## src/logic/led_strap_regs.svh

```systemverilog
`ifndef LED_STRAP_REGS_SVH
`define LED_STRAP_REGS_SVH

// ----------------------------------------
// register offsets (byte addresses)
// ----------------------------------------
`define CTRL_OFS 8'h00
`define BOOST_OFS 8'h04
`define STATUS_OFS 8'h08

// ----------------------------------------
// field positions
// ----------------------------------------
`define CTRL_LED_EN_BIT 0
`define STATUS_SWAP_LSB 0
`define STATUS_GANG_BIT 4
`define STATUS_BOOST_LSB 5
`define STATUS_VALID_BIT 7

// ----------------------------------------
// reset values
// ----------------------------------------
`define CTRL_RESET 1'h0
`define BOOST_RESET 2'h0
`define SWAP_RESET 4'h0
`define GANG_RESET 1'h0

`endif

```

## src/logic/led_strap_pkg.sv

```systemverilog
package led_strap_pkg;

  // ----------------------------------------
  // strap values latched at reset release
  // ----------------------------------------
  typedef struct packed {
    logic [3:0] swap;
    logic gang;
    logic [1:0] boost;
  } strap_type;

  // which straps the package and configuration allow
  typedef struct packed {
    logic swap;
    logic gang;
    logic boost;
  } strap_en_type;

  // sampling phase
  typedef enum logic [0:0] {
    phase_hold,
    phase_run
  } phase_type;

endpackage : led_strap_pkg

```

## src/logic/led_strap_sampler.sv

```systemverilog
// Functional notes
// - one primary LED per downstream port 1-4, active low when LED support is enabled and its swap strap is off or 1.
// - with the swap strap enabled, each primary LED pin is sampled at reset release to set data-pair polarity.
// - swap strap 0 keeps normal polarity and an active-high LED, 1 swaps the pair and gives an active-low LED.
// - an enhanced LED for port 4 is driven active low when LED support is enabled.
// - the port 3 enhanced LED shares the gang strap pin and is active low when LED support is enabled and the gang strap is off or 1.
// - with the gang strap enabled, the port 3 enhanced LED pin is sampled at reset release to pick ganged power.
// - gang strap 0 gives individual switching and an active-high LED, 1 gives ganged and an active-low LED.
// - the port 1 and 2 enhanced LEDs share the boost strap pins and are active low when LED support is enabled and the boost strap is off or its bit is 1.
// - with the boost strap enabled, both port 1/2 enhanced LED pins are sampled at reset release.
// - the sampled boost strap loads the two-bit PHY output current setting directly.
// - boost 11 makes both port 1 and port 2 enhanced LEDs active low.
`include "led_strap_regs.svh"

module led_strap_sampler (
  input wire logic clk_sys,
  input wire logic rst_b,
  // register port
  input wire logic [7:0] reg_addr,
  input wire logic [31:0] reg_wdata,
  input wire logic reg_wr,
  input wire logic reg_rd,
  output logic [31:0] reg_rdata,
  // strap enables from package and configuration
  input wire led_strap_pkg::strap_en_type strap_en,
  // lamp requests, high means lit
  input wire logic [3:0] primary_led_req,
  input wire logic [3:0] enhanced_led_req,
  // shared LED / strap pins
  input wire logic [3:0] primary_led_in,
  output logic [3:0] port_primary_led_out,
  output logic [3:0] primary_led_oe,
  input wire logic port4_enhanced_led_in,
  output logic port4_enhanced_led_out,
  output logic port4_enhanced_led_oe,
  input wire logic port3_enhanced_led_in,
  output logic port3_enhanced_led_out,
  output logic port3_enhanced_led_oe,
  input wire logic [1:0] port12_enhanced_led_in,
  output logic [1:0] port12_enhanced_led_out,
  output logic [1:0] port12_enhanced_led_oe,
  // latched configuration
  output logic [3:0] port_pair_swap_strap,
  output logic gang_power_mode,
  output logic [1:0] phy_output_current_setting
);

  // ----------------------------------------
  // sampling phase
  // ----------------------------------------
  led_strap_pkg::phase_type phase;
  led_strap_pkg::strap_type strap;
  logic strap_valid;
  logic led_support_en;
  logic capture;

  // capture happens on the first edge with reset released, never under reset itself
  assign capture = (phase == led_strap_pkg::phase_hold);

  // hold phase during reset, run afterwards
  always_ff @(posedge clk_sys) begin
    if (!rst_b) begin
      phase <= led_strap_pkg::phase_hold;
    end else begin
      phase <= led_strap_pkg::phase_run;
    end
  end

  // ----------------------------------------
  // strap latch
  // ----------------------------------------
  // disabled straps fall back to their neutral value
  always_ff @(posedge clk_sys) begin
    if (!rst_b) begin
      strap.swap <= `SWAP_RESET;
      strap.gang <= `GANG_RESET;
      strap.boost <= `BOOST_RESET;
      strap_valid <= 1'h0;
    end else if (capture) begin
      strap.swap <= strap_en.swap ? primary_led_in : `SWAP_RESET;
      strap.gang <= strap_en.gang ? port3_enhanced_led_in : `GANG_RESET;
      strap.boost <= strap_en.boost ? port12_enhanced_led_in : `BOOST_RESET;
      strap_valid <= 1'h1;
    end
  end

  // swap and gang straight from the latch
  assign port_pair_swap_strap = strap.swap;
  assign gang_power_mode = strap.gang;

  // ----------------------------------------
  // polarity of each LED
  // ----------------------------------------
  // bit set means active low; without a strap the pin keeps the plain active-low sense
  // a strap only acts where enabled, so a board without pulls still gets plain LEDs
  logic [3:0] primary_pol_low;
  logic [3:0] enhanced_pol_low;

  always_comb begin
    primary_pol_low = strap_en.swap ? strap.swap : 4'hf;
    enhanced_pol_low[3] = 1'h1;
    enhanced_pol_low[2] = strap_en.gang ? strap.gang : 1'h1;
    enhanced_pol_low[1:0] = strap_en.boost ? strap.boost : 2'h3;
  end

  // ----------------------------------------
  // LED drivers
  // ----------------------------------------
  logic [7:0] led_out;
  logic [7:0] led_oe;
  logic [7:0] led_req;
  logic [7:0] led_pol;

  assign led_req = {enhanced_led_req, primary_led_req};
  assign led_pol = {enhanced_pol_low, primary_pol_low};

  // pins stay released in reset and in the capture cycle so the straps are readable
  generate
    for (genvar i = 0; i < 8; i++) begin : g_led
      always_ff @(posedge clk_sys) begin
        if (!rst_b) begin
          led_out[i] <= 1'h0;
          led_oe[i] <= 1'h0;
        end else begin
          led_out[i] <= led_req[i] ^ led_pol[i];
          led_oe[i] <= led_support_en && !capture;
        end
      end
    end
  endgenerate

  // bit order: primary 3:0, then enhanced port 1, port 2, port 3, port 4
  assign port_primary_led_out = led_out[3:0];
  assign primary_led_oe = led_oe[3:0];
  assign port12_enhanced_led_out = led_out[5:4];
  assign port12_enhanced_led_oe = led_oe[5:4];
  assign port3_enhanced_led_out = led_out[6];
  assign port3_enhanced_led_oe = led_oe[6];
  assign port4_enhanced_led_out = led_out[7];
  assign port4_enhanced_led_oe = led_oe[7];

  // ----------------------------------------
  // write decode
  // ----------------------------------------
  // one decode per writable register; the status offset has none, so writes there fall away
  logic ctrl_wr;
  logic boost_wr;

  assign ctrl_wr = reg_wr && (reg_addr == `CTRL_OFS);
  assign boost_wr = reg_wr && (reg_addr == `BOOST_OFS);

  // ----------------------------------------
  // control register
  // ----------------------------------------
  // LED support is a software switch; until it is set the strap pins stay released
  always_ff @(posedge clk_sys) begin
    if (!rst_b) begin
      led_support_en <= `CTRL_RESET;
    end else if (ctrl_wr) begin
      led_support_en <= reg_wdata[`CTRL_LED_EN_BIT];
    end
  end

  // ----------------------------------------
  // PHY output current setting
  // ----------------------------------------
  // strap loads it once; software may retune it later through the same field
  always_ff @(posedge clk_sys) begin
    if (!rst_b) begin
      phy_output_current_setting <= `BOOST_RESET;
    end else if (capture) begin
      phy_output_current_setting <= strap_en.boost ? port12_enhanced_led_in : `BOOST_RESET;
    end else if (boost_wr) begin
      phy_output_current_setting <= reg_wdata[1:0];
    end
  end

  // ----------------------------------------
  // read data
  // ----------------------------------------
  // valid only in the cycle after the strobe, zero otherwise and for unmapped offsets
  always_ff @(posedge clk_sys) begin
    if (!rst_b) begin
      reg_rdata <= 32'h0;
    end else if (reg_rd) begin
      unique case (reg_addr)
        `CTRL_OFS: reg_rdata <= {31'h0, led_support_en};
        `BOOST_OFS: reg_rdata <= {30'h0, phy_output_current_setting};
        `STATUS_OFS: reg_rdata <= {24'h0, strap_valid, strap.boost, strap.gang, strap.swap};
        default: reg_rdata <= 32'h0;
      endcase
    end else begin
      reg_rdata <= 32'h0;
    end
  end
endmodule : led_strap_sampler

```

## config.mk

```make
export PLATFORM = sky130hd
export DESIGN_NAME = led_strap_sampler
export DESIGN_NICKNAME = d
export VERILOG_FILES = /design/src/logic/led_strap_pkg.sv /design/src/logic/led_strap_sampler.sv
export VERILOG_INCLUDE_DIRS = /design/src /design/src/logic
export SDC_FILE = /design/constraint.sdc
export NUM_CORES = 1
export LEC_CHECK = 0
export BUFFER_PORTS_ARGS = -buffer_cell sky130_fd_sc_hd__buf_2
export CAP_MARGIN = 5
export CORE_MARGIN = 2
export CORE_UTILIZATION = 35
export CTS_BUF_LIST = sky130_fd_sc_hd__clkbuf_4 sky130_fd_sc_hd__clkbuf_8
export CTS_CLUSTER_DIAMETER = 30
export DETAILED_ROUTE_END_ITERATION = 10
export GPL_TIMING_DRIVEN = 1
export PLACE_DENSITY = 0.76
export REMOVE_ABC_BUFFERS = 1
export SETUP_SLACK_MARGIN = 0.1
export SLEW_MARGIN = 10
export SYNTH_ARGS = -nofsm -noshare
export SYNTH_HDL_FRONTEND = slang
export SYNTH_SLANG_ARGS = --single-unit
```

## constraint.sdc

```tcl
create_clock -name clk_sys -period 0.95 [get_ports clk_sys]
set_input_delay 0.095 -clock clk_sys [delete_from_list [all_inputs] [get_ports clk_sys]]
set_output_delay 0.095 -clock clk_sys [all_outputs]
set_load 0.005 [all_outputs]
```

Word level (Yosys, flattened, before mapping)
Index checks and enable logic that the tools add are counted.

Add/sub/neg operators: 0. Multipliers: 0. Div/mod/pow operators: 0. $lt $le $gt $ge: 0. Eq/ne operators: 3. Shift operators: 0. Mux-type cells: 10. Bitwise gates (word level): 8. Reduce and logical (&&, ||, !) cells: 5.

Operator list (count): $pmux 8 s3 (1); $eq 8x3->1 const B (1); $eq 8x4->1 const B (1); $logic_not 8->1 (1); $mux 2 (4); $mux 4 (2); $xor 1x1->1 (7); $logic_and 1x1->1 (3); $mux 1 (3); $ne 2x1->1 const B (1); $reduce_and 2->1 (1); $not 1->1 (1).

Bits in registers: 53. Bits in latches: 0. Bits in writable memories: 0. Bits in read-only memories: 0. Input bits: 63. Output and inout bits: 55. Word-level logic and storage cells: 43. Memories kept: 0.

Logic depth before layout (Yosys ltp)
Depth after elaboration: 4. Gate-level depth with buffers: 4. Gate-level depth less buffers: 3.

Worst setup path before layout
OpenSTA, ideal clock, no wires.

Path type: reg2reg. Start point: reg phase. End point: reg phy_output_current_setting[0]. Library setup time: 72 ps. Arrival time: 876 ps. Data required time: 878 ps. Setup slack: 2 ps. Cell stages (with the launch flop): 5. Path buffers: 1. Clock period less this slack: 948 ps. Cells stage by stage: dfxtp_1 -> buf_2 -> nand3b_1 -> a21o_1 -> mux2i_1.

Longest elaborated chain between the ends: 1. Elaborated cells between the ends (all ways): 2. Classes of those cells: 1 x eq/ne; 1 x mux.

Ends and longest elaborated chain: start: declaration (RTL line led_strap_sampler.sv:51) `led_strap_pkg::phase_type phase;`; start signal: assignment (RTL line led_strap_sampler.sv:63) `phase <= led_strap_pkg::phase_hold;`; start signal: assignment (RTL line led_strap_sampler.sv:65) `phase <= led_strap_pkg::phase_run;`; $ne 2x1->1 (no line) or $mux 2 (tied branches); end signal: assignment (RTL line led_strap_sampler.sv:170) `` phy_output_current_setting <= `BOOST_RESET; ``; end signal: assignment (RTL line led_strap_sampler.sv:172) `` phy_output_current_setting <= strap_en.boost ? port12_enhanced_led_in : `BOOST_RESET; ``; end signal: assignment (RTL line led_strap_sampler.sv:174) `phy_output_current_setting <= reg_wdata[1:0];`; end: declaration (RTL line led_strap_sampler.sv:45) `output logic [1:0] phy_output_current_setting`.

Parallel ways exist; a longest one is shown, timed or not. A chain may end at the register's enable or synchronous reset.

==> key figures <==
Outcome
  • Outcome: finished, final reports clean

Routing
  • Top sig layer: met4
  • DRC viols: 0
  • Initial DRC count: 33
  • Drt pass-1 iters: 4
  • Via density: 4.242
  • Total wire length: about 2.9 mm
  • WL met1: approximately 1.1 mm
  • WL/cell: around 11 µm
  • WL met3: between 200 and 300 µm
  • Detail Route Antenna Nets: 0
  • Met2 wire len: 1.436 mm
  • Vias: 1120

Floorplanning
  • I/O pin count: 118
  • Core footprint: 3661 µm²
  • Initial Util: 0.3660
  • Chip width: 65.88 µm
  • Die ar.: 4340 µm²
  • Die Height: 65.88 µm
  • # rows: 22

Logic synthesis
  • Most used DFF post-synth: dfxtp_1
  • Yosys reg bits: 29
  • Area leader, netlist: dfxtp_1
  • Mux contribution to synthesized area: 0.02241
  • Adder-Cell Fraction of Synth Area: 0
  • Mapped Area: approximately 1300 µm²
  • Synth cell types: 28
  • Largest family of logic cells by synthesized area: buffers and inverters
  • Top post-synthesis cells by area: dfxtp_1 43%, buf_4 20%, xnor2_1 4.6%, nor2_1 3.6%, and2_1 3.3%
  • Synth top area share: 0.4332
  • Post-Synth Simple-Gate Area: 0.2082
  • Syn. warnings: 0
  • Post-synthesis sequential area ratio: 0.4332
  • Syn Inst Count: roughly 150
  • Avg Inst Size Synth: roughly 9 µm²
  • XOR/XNOR share of the synthesized area: 0.04575
  • Number of synthesized flops with an enable pin: 0
  • Async S/R FF share, synth: 0
  • Synth Area in Compound Gates: 0.07376

Clock tree
  • Root Driver: clkbuf_8
  • CTS Sinks: 29
  • Worst skew pair latency: 0.27 ns
  • Clock Path Buffers: 2
  • CTS Buf Count: 5
  • CTS tree: built
  • Clock Pin Slew Worst Setup and Hold Paths: 0.06 ns
  • CTS H-tree depth: 2

GRT
  • First-pass GRT wire length: 4.264 mm
  • Vias in the first global route: 1001
  • Largest net degree at the start of global routing: 9
  • Gr usage total: 0.1318
  • Congestion Overflow GR: 0
  • Initial antenna violation count: 0

Power
  • Worst VDD drop: 0.0008082 V
  • Pwr/cell area: 1421 nW/µm²
  • P_leak: around 0.93 nW

Finish
  • Share of cells above drive strength 1: 0.4722
  • Final Util: 0.5140
  • Sequential cell area: 598.1 µm²
  • Multi-input logic area: 616.8 µm²
  • Diode count: 0
  • Fill count: between 300 and 400
  • Nets@finish: 279
  • Area Growth Syn to Fin: 40.43%

Place
  • Input/output buffers: just over 60
  • GPL Wtd Cong: 0.7768
  • DPL Wire Length: around 2.1 mm

Critical path
  • CP endpoint kind: output port
  • CP Cell Sequence: buf_6
  • Delay-heaviest family, CP: flip-flops
  • CP Launch Type: flop
  • Worst path bufs/invs: 1
  • Crit path max-delay cell type: dfxtp_4
  • Critical Path RT: 0.85 ns
  • CP peak stage delay: 0.42 ns
  • Crit path DAT: around 0.80 ns
  • CP max FO: 8
  • Crit path kind: flop to output port

Run
  • Max_cap viols: 0

Timing
  • Final critical-path share of the clock period: 0.9467
  • Final setup viols: 0
  • Final Skew: about 0.0031 ns
  • Final hold vios: 0
  • RSZ-0062 raised after global routing: true
  • Final Max Tran Viols: 0
  • Clock period minus worst slack: 0.8994 ns
  • Fmax: 1.112 GHz
  • Setup TNS: 0 ns

Min path
  • Worst hold-check path type: input port to flop
per-stage QoR:
step           hold slack, ns  std cells  worst slack, ns  instance area, µm²  power [W]
2_1_floorplan          0.1227        131          -0.1630                1155   0.001458
3_3_place_gp           0.2502        248          -0.1217                1578   0.001621
3_5_place_dp           0.2516        248          -0.1566                1578   0.001630
4_1_cts               0.04071        259          0.05868                1749   0.002676
5_1_grt               0.05574        264         -0.03704                1882   0.002815
6_report              0.05090        264          0.05062                1882   0.002674
sequential cells by signal (all words and copies together), names as in the netlist:
name and cells:
strap 2, port_pair_swap_strap 4, port_primary_led_out 4, gang_power_mode 1
led_support_en 1, port4_enhanced_led_oe 1, reg_rdata 8, port3_enhanced_led_out 1
port12_enhanced_led_out 2, phy_output_current_setting 2, phase 1, strap_valid 1
port4_enhanced_led_out 1
final timing paths:
| check | to | from | slack [ns] | cells after the start |
|---|---|---|---|---|
| worst max-delay path | primary_led_oe[3] | port4_enhanced_led_oe$_SDFF_PN0_ | 0.05 | 1 |
| worst min-delay path | port_pair_swap_strap[1]$_SDFFE_PN0N_ | primary_led_in[1] | 0.05 | 3 |
| worst max register to register | phy_output_current_setting[1]$_SDFFE_PN0P_ | phase$_DFF_P_ | 0.06 | 3 |
| worst min register to register | strap_valid$_SDFFE_PN0N_ | strap_valid$_SDFFE_PN0N_ | 0.46 | 1 |
layout by cell type (no fill, tap or decap), drive strengths merged, types with 2 or more instances in the layout:
cell type	instances
and2	7
nor2b	2
nand3	3
a21oi	6
nand2	9
inv	3
nand2b	7
dfxtp	29
mux2i	3
xnor2	7
nand3b	3
a21o	2
nor2	13
clkbuf	7
buf	77
conb	24
a22oi	3
layout make-up:
type / count / share of cell area
sequential: 29 / 0.3178
inverter: 4 / 0.007979
timing repair buffer: 78 / 0.2666
clock buffer: 7 / 0.04787
multi-input combinational: 98 / 0.3278
tap: 48 / 0.03191
logic make-up (layout without fill, tap and decap cells):
logic type | count (synthesis) | in the layout
compound gates | 15 | 15
xor+xnor | 7 | 7
buf+inv | 41 | 89
flops | 29 | 29
mux | 3 | 3
other cells | 1 | 24
simple gates | 49 | 49
cell usage after synthesis, types with 3 or more instances:
| cell type | count |
|---|---|
| nor2_1 | 13 |
| inv_1 | 3 |
| buf_4 | 35 |
| nand2_1 | 9 |
| nand3_1 | 3 |
| nand3b_1 | 3 |
| xnor2_1 | 7 |
| and2_1 | 7 |
| dfxtp_1 | 29 |
| nand2b_1 | 7 |
| a22oi_1 | 3 |
| mux2i_1 | 3 |
| a21oi_1 | 6 |
per-layer routing:
layer | vias to the layer above | global-route usage
met3 | 6 | 0.05451
met1 | 496 | 0.1336
met5 | - | 0
met4 | 0 | 0.07031
met2 | 66 | 0.2285
li1 | 552 | -
where the power goes:
group / total, W / switching, W / internal [W]
registers: 0.00129 / 0.0000243 / 0.00126
logic: 0.000370 / 0.000174 / 0.000196
clock network: 0.00102 / 0.000415 / 0.000601
timing repair:
| item | CTS | global route |
|---|---|---|
| pin swaps | 0 | 4 |
| endpoints found under the setup margin | 24 | 33 |
| hold buffers | 1 | 0 |
| hold endpoints to repair | 1 | 0 |
| buffers inserted | 3 | 5 |
| resized for setup | 15 | 16 |
(Power assumes the default switching activity.)
